<file path="src/core/synth_cfg_pkg.sv">
// Shared constants for the synthesizer configuration and control block.
// Assumes a single 100 MHz clock domain and synchronous active-high reset.
package synth_cfg_pkg;
    localparam int DATA_W = 32;
    localparam int IDX_W = 4;
    localparam int NUM_REGS = 16;
    localparam int SYNC_STAGES = 3;
    localparam int PIN_COUNT = 2;
    localparam int PIN_CE = 0;
    localparam int PIN_BUF = 1;

    // Register indices
    localparam logic [3:0] REG_CORE = 4'h2;
    localparam logic [3:0] REG_OUT = 4'h3;
    localparam logic [3:0] REG_FAST = 4'h4;
    localparam logic [3:0] REG_CTRL = 4'h5;

    // Control word fields
    localparam int RST_BIT = 31;
    localparam int LOCK_BIT = 30;
    localparam int PID_BIT = 29;
    localparam int RB_IDX_LSB = 25;
    localparam int PWR_LSB = 22;
    localparam int MODE_LSB = 20;
    localparam int RANGE_LSB = 17;
    localparam int BUFIGN_BIT = 16;
    localparam int MUTE_BIT = 15;
    // Output word fields
    localparam int FIRST_SRC_LSB = 0;
    localparam int SECOND_SRC_LSB = 2;
    localparam int DLY_FB_BIT = 4;
    // Fast settle word fields
    localparam int TIMEOUT_LSB = 0;
    localparam int TIMEOUT_W = 12;
    localparam int FORCE_BIT = 12;
    localparam int PUMP_LSB = 13;
    // Core selection word fields
    localparam int POLICY_LSB = 0;
    localparam int CORE_SEL_LSB = 2;

    // Reset values: readback index defaults to 15, all else zero
    localparam logic [31:0] CTRL_RESET_VAL = 32'h1E00_0000;
    localparam logic [31:0] WORD_RESET_VAL = 32'h0000_0000;
    // Arbitrary neutral identity value
    localparam logic [31:0] PART_ID_VAL = 32'h0000_5A01;

    // Source select codes
    localparam logic [1:0] SRC_OSC = 2'h0;
    localparam logic [1:0] SRC_DIV = 2'h1;
    localparam logic [1:0] SRC_FB = 2'h2;
    // Operating modes
    localparam logic [1:0] MODE_FULL = 2'h0;
    localparam logic [1:0] MODE_PLL = 2'h1;
    // Core selection policies
    localparam logic [1:0] POL_LAST = 2'h0;
    localparam logic [1:0] POL_START = 2'h1;
    localparam logic [1:0] POL_FORCE = 2'h2;
    localparam logic [1:0] CORE_LOWEST = 2'h0;
    // Power state codes
    localparam logic [2:0] PWR_UP = 3'h0;
    localparam logic [2:0] PWR_DOWN = 3'h1;
    localparam logic [2:0] PWR_PARTIAL = 3'h3;
    localparam logic [2:0] PWR_CE = 3'h4;
    localparam logic [2:0] PWR_CE_PARTIAL = 3'h6;
    localparam logic [2:0] PWR_CE_INV = 3'h7;

    // Pump minimum on time in ps: 370,760,1130,1460,1770,2070,2350,2600
    localparam logic [11:0] PUMP_PS [8] = '{12'h172, 12'h2F8, 12'h46A, 12'h5B4,
                                            12'h6EA, 12'h816, 12'h92E, 12'hA28};

    typedef enum logic [2:0] {
        FL_IDLE = 3'b001,
        FL_COUNT = 3'b010,
        FL_HOLD = 3'b100
    } fl_state_t;
endpackage : synth_cfg_pkg

</file>
<file path="src/core/fast_settle_timer.sv">
// Fast settle timer: counts 2 x N reference ticks or holds while forced with nonzero N.
// Assumes ref_tick is a one-cycle pulse from logic on the same clock.
`timescale 1ns/10ps
`default_nettype none
module fast_settle_timer
    import synth_cfg_pkg::*;
(
    input wire logic clk, // System clock
    input wire logic rst, // Synchronous reset, power-on or register reset
    input wire logic start, // Frequency change pulse
    input wire logic ref_tick, // One pulse per reference cycle
    input wire logic [11:0] timeout, // Timeout value N
    input wire logic force_on, // Force fast settle
    output logic active, // Fast settle engaged
    output logic invalid // Forced with zero timeout
);
    fl_state_t state_r;
    logic [12:0] cnt_r;
    logic nz;
    logic hold;

    assign nz = (timeout != 12'h000);
    assign hold = force_on && nz;
    assign active = (state_r != FL_IDLE);
    assign invalid = force_on && !nz;

    always_ff @(posedge clk) begin
        if (rst) begin
            state_r <= FL_IDLE;
            cnt_r <= 13'h0000;
        end else begin
            unique case (state_r)
                FL_IDLE: begin
                    if (hold) begin
                        state_r <= FL_HOLD;
                    end else if (start && nz) begin
                        state_r <= FL_COUNT;
                        cnt_r <= {timeout, 1'b0};
                    end
                end
                FL_COUNT: begin
                    if (hold) begin
                        state_r <= FL_HOLD;
                    end else if (!nz) begin
                        state_r <= FL_IDLE;
                    end else if (start) begin
                        cnt_r <= {timeout, 1'b0};
                    end else if (ref_tick) begin
                        cnt_r <= cnt_r - 13'h0001;
                        if (cnt_r == 13'h0001) begin
                            state_r <= FL_IDLE;
                        end
                    end
                end
                FL_HOLD: begin
                    if (!hold) begin
                        state_r <= FL_IDLE;
                    end
                end
            endcase
        end
    end
endmodule : fast_settle_timer
`default_nettype wire

</file>
<file path="src/core/synth_config_control.sv">
// Configuration and control fields of a wideband synthesizer.
// Assumes writes arrive already deframed from the serial port, one word per pulse.
// How it works
// - ID select clear: read back indexed register
// - ID select set: read back part identity
// - Locked: ignore writes except the lock bit
// - Mute enabled: unlock powers down both outputs
// - Buffer pin ignored when ignore bit set
// - Policy 0: start at last or lowest core
// - Policy 1: start at selected core, may move
// - Policy 2: force selected core; 3 reserved
// - Second output source: oscillator, divider, feedback
// - First output source decoded the same way
// - Deterministic delay feeds detector from divider
// - Operating mode: full chip or PLL only
// - Power code 0 up, 1 down, 3 partial
// - Register 5 reset bit resets all but readback and pin synchronisers, self-releases
// - Pump minimum on time from delay code
// - Force with nonzero timeout holds fast settle
// - Fast settle lasts 2N reference cycles; 0 disables
`timescale 1ns/10ps
`default_nettype none
module synth_config_control
    import synth_cfg_pkg::*;
(
    input wire logic clk, // System clock, 100 MHz
    input wire logic sys_rst, // Synchronous reset, active high
    input wire logic wr_valid, // Deframed serial write strobe
    input wire logic [3:0] wr_index, // Register index of the write
    input wire logic [31:0] wr_data, // Register word of the write
    input wire logic chip_enable_pin, // Chip enable pin, asynchronous
    input wire logic output_buffer_enable_pin, // Buffer enable pin, asynchronous
    input wire logic lock_detect, // Digital lock detect, high when locked
    input wire logic cal_start, // Calibration start pulse
    input wire logic cal_core_invalid, // Current core found invalid, pulse
    input wire logic cal_done, // Calibration finished, pulse
    input wire logic [1:0] cal_core_used, // Core chosen by calibration
    input wire logic ref_tick, // One pulse per reference cycle
    output logic [31:0] readback_data, // Readback word
    output logic programming_lockout, // Lock bit state
    output logic first_rf_output_pd, // First output powered down
    output logic second_rf_output_pd, // Second output powered down
    output logic [2:0] first_output_source, // One-hot: osc, divider, feedback
    output logic [2:0] second_output_source, // One-hot: osc, divider, feedback
    output logic deterministic_delay_feedback, // Detector fed from divider
    output logic pll_power_on, // PLL powered
    output logic osc_power_on, // Internal oscillator powered
    output logic fb_input_power_on, // Feedback input powered
    output logic device_power_up, // Device fully powered
    output logic regulators_on, // Regulators kept on
    output logic [2:0] reference_range_code, // Reference range for calibration
    output logic [11:0] pump_min_pulse_ps, // Pump minimum on time, ps
    output logic [1:0] cal_core, // Core calibration works on
    output logic cal_core_fallback, // Calibration may leave the core
    output logic fast_settle_active, // Fast settle engaged
    output logic fast_settle_invalid // Forced with zero timeout
);
    logic [31:0] regs_r [NUM_REGS];
    logic soft_rst_r;
    logic rst_all;
    logic [31:0] ctrl_word;
    logic [31:0] out_word;
    logic [31:0] fast_word;
    logic [31:0] core_word;
    logic [31:0] rb_word;
    logic [3:0] rb_idx;
    logic part_identity_select;
    logic mute_on_unlock_enable;
    logic buffer_pin_ignore;
    logic [2:0] power_state_code;
    logic [1:0] op_mode;
    logic [1:0] policy;
    logic [1:0] core_select;
    logic [2:0] pump_min_pulse_code;
    logic [PIN_COUNT-1:0] pin_raw;
    logic [PIN_COUNT-1:0] pin_r;
    logic ce_level;
    logic buf_level;
    logic accept;
    logic muted;
    logic buffers_on;
    logic partial;
    logic last_valid_r;
    logic [1:0] last_core_r;

    function automatic logic [2:0] src_decode(input logic [1:0] code);
        unique case (code)
            SRC_OSC: src_decode = 3'b001;
            SRC_DIV: src_decode = 3'b010;
            SRC_FB: src_decode = 3'b100;
            default: src_decode = 3'b000; // Reserved code drives nothing
        endcase
    endfunction : src_decode

    assign rst_all = sys_rst || soft_rst_r;
    assign ctrl_word = regs_r[REG_CTRL];
    assign out_word = regs_r[REG_OUT];
    assign fast_word = regs_r[REG_FAST];
    assign core_word = regs_r[REG_CORE];
    assign rb_idx = ctrl_word[RB_IDX_LSB +: 4];
    assign rb_word = regs_r[rb_idx];
    assign programming_lockout = ctrl_word[LOCK_BIT];
    assign part_identity_select = ctrl_word[PID_BIT];
    assign mute_on_unlock_enable = ctrl_word[MUTE_BIT];
    assign buffer_pin_ignore = ctrl_word[BUFIGN_BIT];
    assign power_state_code = ctrl_word[PWR_LSB +: 3];
    assign op_mode = ctrl_word[MODE_LSB +: 2];
    assign reference_range_code = ctrl_word[RANGE_LSB +: 3];
    assign policy = core_word[POLICY_LSB +: 2];
    assign core_select = core_word[CORE_SEL_LSB +: 2];
    assign pump_min_pulse_code = fast_word[PUMP_LSB +: 3];
    assign accept = wr_valid && !programming_lockout;

    // Pin synchronisers: a level counts once stages two and three agree
    assign pin_raw = {output_buffer_enable_pin, chip_enable_pin};
    generate
        for (genvar i = 0; i < PIN_COUNT; i++) begin : g_pin
            logic [SYNC_STAGES-1:0] sync_r;
            logic level_r;
            always_ff @(posedge clk) begin
                if (sys_rst) begin
                    sync_r <= 3'h0;
                    level_r <= 1'b0;
                end else begin
                    sync_r <= {sync_r[1:0], pin_raw[i]};
                    if (sync_r[1] == sync_r[2]) begin
                        level_r <= sync_r[2];
                    end
                end
            end
            // One driver per bit keeps the level vector free of shared writers
            assign pin_r[i] = level_r;
        end
    endgenerate
    assign ce_level = pin_r[PIN_CE];
    assign buf_level = pin_r[PIN_BUF];

    // Register file writes
    always_ff @(posedge clk) begin
        if (rst_all) begin
            for (int i = 0; i < NUM_REGS; i++) begin
                regs_r[i] <= WORD_RESET_VAL;
            end
            regs_r[REG_CTRL] <= CTRL_RESET_VAL;
        end else if (accept) begin
            if (!(wr_index == REG_CTRL && wr_data[RST_BIT])) begin
                regs_r[wr_index] <= wr_data & ~(32'h0000_0001 << RST_BIT);
            end
        end else if (wr_valid && wr_index == REG_CTRL) begin
            regs_r[REG_CTRL][LOCK_BIT] <= wr_data[LOCK_BIT];
        end
    end

    // Self-releasing register reset
    always_ff @(posedge clk) begin
        if (sys_rst) begin
            soft_rst_r <= 1'b0;
        end else begin
            // Writes landing in the reset cycle are lost, so they cannot retrigger it
            soft_rst_r <= !soft_rst_r && accept && wr_index == REG_CTRL && wr_data[RST_BIT];
        end
    end

    // Readback
    always_ff @(posedge clk) begin
        if (sys_rst) begin
            readback_data <= WORD_RESET_VAL;
        end else if (part_identity_select) begin
            readback_data <= PART_ID_VAL;
        end else begin
            readback_data <= rb_word;
        end
    end

    // Power state decode, chip enable codes included
    always_comb begin
        device_power_up = 1'b0;
        partial = 1'b0;
        unique case (power_state_code)
            PWR_UP: device_power_up = 1'b1;
            PWR_PARTIAL: partial = 1'b1;
            PWR_CE: device_power_up = ce_level;
            PWR_CE_PARTIAL: begin
                device_power_up = ce_level;
                partial = !ce_level;
            end
            PWR_CE_INV: partial = ce_level;
            default: device_power_up = 1'b0; // Down and reserved codes
        endcase
    end
    assign regulators_on = device_power_up || partial;

    // Operating mode decode
    assign pll_power_on = device_power_up && (op_mode == MODE_FULL || op_mode == MODE_PLL);
    assign osc_power_on = device_power_up && op_mode == MODE_FULL;
    assign fb_input_power_on = 1'b0;

    // Output gating and source selects
    assign muted = mute_on_unlock_enable && !lock_detect;
    assign buffers_on = buffer_pin_ignore || buf_level;
    assign first_rf_output_pd = !device_power_up || muted || !buffers_on;
    assign second_rf_output_pd = !device_power_up || muted || !buffers_on;
    assign first_output_source = src_decode(out_word[FIRST_SRC_LSB +: 2]);
    assign second_output_source = src_decode(out_word[SECOND_SRC_LSB +: 2]);
    assign deterministic_delay_feedback = out_word[DLY_FB_BIT];

    // Pump minimum on time
    always_ff @(posedge clk) begin
        if (rst_all) begin
            pump_min_pulse_ps <= PUMP_PS[0];
        end else begin
            pump_min_pulse_ps <= PUMP_PS[pump_min_pulse_code];
        end
    end

    // Last used core memory
    always_ff @(posedge clk) begin
        if (rst_all) begin
            last_valid_r <= 1'b0;
            last_core_r <= CORE_LOWEST;
        end else if (cal_done) begin
            last_valid_r <= 1'b1;
            last_core_r <= cal_core_used;
        end
    end

    // Core selection policy
    always_ff @(posedge clk) begin
        if (rst_all) begin
            cal_core <= CORE_LOWEST;
        end else if (cal_start) begin
            if (policy == POL_START || policy == POL_FORCE) begin
                cal_core <= core_select;
            end else begin
                cal_core <= last_valid_r ? last_core_r : CORE_LOWEST;
            end
        end else if (cal_core_invalid && policy != POL_FORCE) begin
            cal_core <= cal_core + 2'h1;
        end
    end
    assign cal_core_fallback = (policy != POL_FORCE);

    fast_settle_timer u_fast (
        .clk(clk),
        .rst(rst_all),
        .start(cal_start),
        .ref_tick(ref_tick),
        .timeout(fast_word[TIMEOUT_LSB +: TIMEOUT_W]),
        .force_on(fast_word[FORCE_BIT]),
        .active(fast_settle_active),
        .invalid(fast_settle_invalid)
    );
endmodule : synth_config_control
`default_nettype wire

</file>
<file path="config.mk">
export PLATFORM = sky130hd
export DESIGN_NAME = synth_config_control
export DESIGN_NICKNAME = d
export VERILOG_FILES = /design/src/core/synth_cfg_pkg.sv /design/src/core/fast_settle_timer.sv /design/src/core/synth_config_control.sv
export SDC_FILE = /design/constraint.sdc
export NUM_CORES = 1
export LEC_CHECK = 0
export BUFFER_PORTS_ARGS = -buffer_cell sky130_fd_sc_hd__buf_2
export CAP_MARGIN = 15
export CORE_ASPECT_RATIO = 1.75
export CORE_MARGIN = 8
export CORE_UTILIZATION = 64
export CTS_BUF_LIST = sky130_fd_sc_hd__clkbuf_2 sky130_fd_sc_hd__clkbuf_4 sky130_fd_sc_hd__clkbuf_8
export DETAILED_ROUTE_END_ITERATION = 12
export HOLD_SLACK_MARGIN = 0.1
export PLACE_DENSITY = 0.82
export SETUP_SLACK_MARGIN = 0.3
export SYNTH_ARGS = -nofsm -noshare
export SYNTH_HDL_FRONTEND = slang
export SYNTH_SLANG_ARGS = --single-unit
</file>
<file path="constraint.sdc">
create_clock -name clk -period 4.8 [get_ports clk]
set_input_delay 0.24 -clock clk [delete_from_list [all_inputs] [get_ports clk]]
set_output_delay 0.24 -clock clk [all_outputs]
set_load 0.01 [all_outputs]
</file>
After elaboration in Yosys (flattened, before gate mapping)
Memories as Yosys holds them, arrays and structs flattened. A register that Yosys moved wholly into a read port is not among the register bits.
Index checks and enable logic that the tools add are counted.
{ "classes": {"n_addsub": 2, "eq_ne": 30, "muxes": 40, "n_bitwise": 3, "n_reduce_logical": 39} }
{ "ops": {"columns": ["operator", "count"], "rows": [
  ["$mux 13", 6],
  ["$mux 31", 2],
  ["$reduce_or 31->1", 1],
  ["$pmux 3 s3", 3],
  ["$pmux 13 s2", 1],
  ["$mux 3", 8],
  ["$mux 15", 1],
  ["$eq 13x1->1 const B", 1],
  ["$logic_and 1x1->1", 13],
  ["$sub 13x1->13 const B", 1],
  ["$eq 3x3->1 const B", 4],
  ["$mux 1", 12],
  ["$ne 4x4->1 const B", 3],
  ["$reduce_bool 12->1", 1],
  ["$eq 2x1->1 const B", 4],
  ["$mux 2", 4],
  ["$ne 2x2->1 const B", 4],
  ["$logic_not 1->1", 7],
  ["$logic_or 1x1->1", 7],
  ["$eq 2x2->1 const B", 3],
  ["$eq 3x2->1 const B", 2],
  ["$logic_not 2->1", 3],
  ["$ne 3x1->1 const B", 2],
  ["$reduce_and 6->1", 1],
  ["15 further kinds", 20]
]} }
{ "totals": {"register_bits": 62, "ramBits": 496, "romBits": 96, "inputBits": 48, "out_inout_bits": 67, "word_cells": 128, "memories": 2} }
{ "mem_list": {"columns": ["memory", "depth", "width", "rd", "rd_clocked_by_memory_dff", "wr", "line_no", "rtl"], "rows": [
  ["regs_r", 16, 31, 5, 0, 16, "synth_config_control.sv:58", "logic [31:0] regs_r [NUM_REGS];"],
  ["(name not given)", 8, 12, 1, 1, 0, "synth_config_control.sv:212", "pump_min_pulse_ps <= PUMP_PS[pump_min_pulse_code];"]
]} }

Logic depth before layout (Yosys ltp)
{ "logic_depth": {"depth_word": 8, "depth_mapped": 8, "depth_no_buf": 7} }

Modules after synthesis
From an unflattened synthesis, not the netlist that was laid out.
{ "unflattened": {"hier_cells": 1773, "hier_area_um2": 25569.5} }
{ "modules_own_cells": {"columns": ["mod", "instances", "cells_each", "area_each_um2", "seq_area_each_um2"], "rows": [
  ["synth_config_control", 1, 1629, 24378.4, 16015.4],
  ["fast_settle_timer", 1, 144, 1191.1, 320.3]
]} }

Least setup slack after synthesis
Ideal clock, no wire load.
{ "synth_timing": {"path_type": "register to register", "from": "mem regs_r[5][30] (netlist name)", "to": "mem regs_r[8][0] (netlist name) (enable)", "setup_time_ns": 0.462, "arrival_time_ns": 3.664, "t_required_ns": 4.338, "path_slack_ns": 0.674, "stages_incl_launch_ff": 5, "n_path_buf": 1, "period_less_slack_ns": 4.126, "cell_sequence": "edfxtp_1 -> or4b_1 -> or3_1 -> buf_2 -> o21ai_0"} }
{ "synth_lines": {"columns": ["element", "line_no"], "rows": [
  ["start, declared", "synth_config_control.sv:58"]
]} }

==> metrics.txt <==
VDD IR max=about 0.00026 V; largest family of logic cells by synthesized area=simple AND/OR/NAND/NOR gates; Hold Path Class=in -> reg; yosys warns=0; post-placement cell area=about 0.026 sq mm; synth-to-layout area growth=12.3%; Netlist Area Pre-Place=between 0.02 and 0.03 sq mm; initial antenna violation count=2; Slew @ Worst Pin=around 1.1 ns; Compound-Gate Fraction of Synth Area=around 2.5%; Post-DP HPWL=38.8 mm; status=completed; maxcap violations=0; Clock Latency Late Sink=about 0.64 ns; FMAX=295 MHz; die width=roughly 170 um; placed insts=2181; IO Count=115; Via-to-Cell Ratio=roughly 6.3; wire length per cell=roughly 27 um; sequential area share after synthesis=around 65%; Non-Filler Instances=around 2400; via count=approximately 15000; ys flop type=edfxtp_1; #FFs+latches synth=568; vias in the first global route=16000; crit-path max FO=32; post-route cell area=around 0.028 sq mm; post-route setup TNS=0 ns; final hold slack=roughly 0.13 ns; Worst EP arrival=3.64 ns; CP required=5.04 ns; final net count=1874; simple-gate share of the synthesized area=about 16%; Syn Inst Count=around 1700; Max Root-Sink Buffers=3; gp weighted congestion=~0.86; Async S/R FF share, synth=0%; clk sinks=between 500 and 600; P_leak=approximately 0.011 uW; clk slew on worst S/H paths=around 0.06 ns; Pre-antenna DRT Iters=5; largest net degree at the start of global routing=114; TritonCTS clock tree=yes; share of post-route cells with drive strength above 1=between 20% and 30%; clk_skew=0.0289 ns; Fin. Hold Viols=0; Pwr Density=approximately 360 mW/mm^2; Die Area=roughly 0.046 sq mm; Worst Setup End Kind=flip-flop; xor/xnor share of the synthesized area=0.104%; DRC errors left=0; CP Class=in -> reg; RSZ-0062 raised after global routing=no; Slew Limit Fails=0; post-route ant nets=0; CTS Root Cell=clkbuf_8; Mean Syn Cell Area=around 15 sq um; H-tree levels=3; Startpoint Class=primary input; fin crit share=a little over two thirds; most common cell after layout, fill and taps aside=edfxtp_1; adder-cell share of the synthesized area=less than 1%; Starting Density=64.7%; routed wire length=64.4 mm; row cnt=96; post-synthesis mux area share=13.2%; setup bufs post-CTS=0; Final Critical Period=roughly 3.4 ns; most frequent cells in the layout=496 x edfxtp_1, 493 x and2_1, 142 x mux4_2, 111 x buf_2, 90 x clkbuf_8; Yosys cell types=52; TritonCTS Buffers=78; IO buf count=111; global-route wire length before repair=around 96 mm; die height=~280 um; final setup violating endpoints=0; slew margin rel.=about a quarter; Post-synth EDFFs=496; GRT overflow=0; Total Routing Usage GR=27.9%; DRT iter0 DRCs=around 1500; core box area=0.0390 sq mm; Finished Core Util=72.7%
==> registers in the layout, summed over array words and instances (netlist names) <==
register / flops
regs_r: 496
readback_data: 31
u_fast.cnt_r: 13
pump_min_pulse_ps: 11
g_pin.sync_r: 6
u_fast.state_r: 3
cal_core: 2
last_core_r: 2
buf_level: 1
ce_level: 1
last_valid_r: 1
soft_rst_r: 1
==> report_power, final <==
group	switching, uW	internal [uW]
sequential	82.6	5560
clock	1770	2090
combinational	487	335
==> worst max-delay path, cell delays in order <==
cell	delay, ns
dlygate4sd3_1	0.53
buf_2	0.26
or4b_1	0.59
or3_1	0.60
nor3_4	0.22
buf_4	0.36
nand2b_2	0.81
==> cell families (layout without fill, tap and decap cells) <==
kind of cell | after synthesis | after routing
simple gates | 693 | 693
buf+inv | 159 | 342
xor+xnor | 3 | 3
flops | 568 | 568
mux | 156 | 156
compound gates | 101 | 101
other cells | 1 | 5
fa+ha+maj | 11 | 11
==> cells in the mapped netlist (2+ instances only) <==
cell	number	area, sq um
a2111oi_0	5	43.8
a211oi_1	13	97.6
a21o_1	4	30.0
a21oi_1	29	145
a311oi_1	2	17.5
and2_1	493	3080
buf_1	10	37.5
buf_2	18	90.1
buf_4	8	60.1
clkbuf_1	94	353
clkbuf_2	12	60.1
dfxtp_1	72	1440
edfxtp_1	496	14900
ha_1	11	138
inv_1	16	60.1
mux2_2	2	22.5
mux2i_1	12	120
mux4_2	142	3200
nand2_1	36	135
nand2b_1	20	125
nand3_1	15	75.1
nand3b_1	2	15.0
nor2_1	42	158
nor2_2	3	18.8
nor2b_1	43	269
nor3_1	15	75.1
nor3b_1	5	37.5
nor4_1	6	37.5
o211ai_1	2	15.0
o21a_1	3	22.5
o21ai_0	32	160
o22ai_1	2	12.5
o31ai_1	2	15.0
or2_2	4	25.0
or4b_1	2	20.0
xnor2_1	3	26.3
==> stage by stage <==
step / worst slack [ns] / power [uW]
2_1_floorplan: 0.674 / 6220
3_3_place_gp: 1.44 / 6510
3_5_place_dp: 1.38 / 6540
4_1_cts: 1.46 / 10400
5_1_grt: 1.32 / 10600
6_report: 1.41 / 10300
==> layout make-up <==
class	instances	area, sq um
sequential	568	16300
fill	2357	10700
multi-input combinational	967	8490
clock buffer	125	1500
timing repair buffer	184	1250
tap	490	613
clock inverter	17	128
inverter	16	60.1
antenna	2	5.00
==> per-layer routing <==
metal,routed length [um],global-route usage (%),up-vias
li1,-,-,6390
met1,21000,29.3,7602
met2,34000,50.1,754
met3,4520,4.82,241
met4,4900,20.4,0
met5,0,0,-
==> final timing paths <==
kind	to	depth (start not counted)	slack, ns	start
max	regs_r[0][7]	7	1.41	sys_rst
min reg2reg	g_pin[1].sync_r[1]	1	0.45	g_pin[1].sync_r[0]
max reg2reg	regs_r[5][30]	6	1.42	regs_r[5][30]
min	regs_r[15][14]	2	0.13	wr_data[14]
==> what timing repair did <==
item                                   in CTS  in global routing
endpoints found under the hold margin     347                  0
resized for setup                           0                  0
hold buffers                               43                  0
Power figures use the tool's default switching activity.
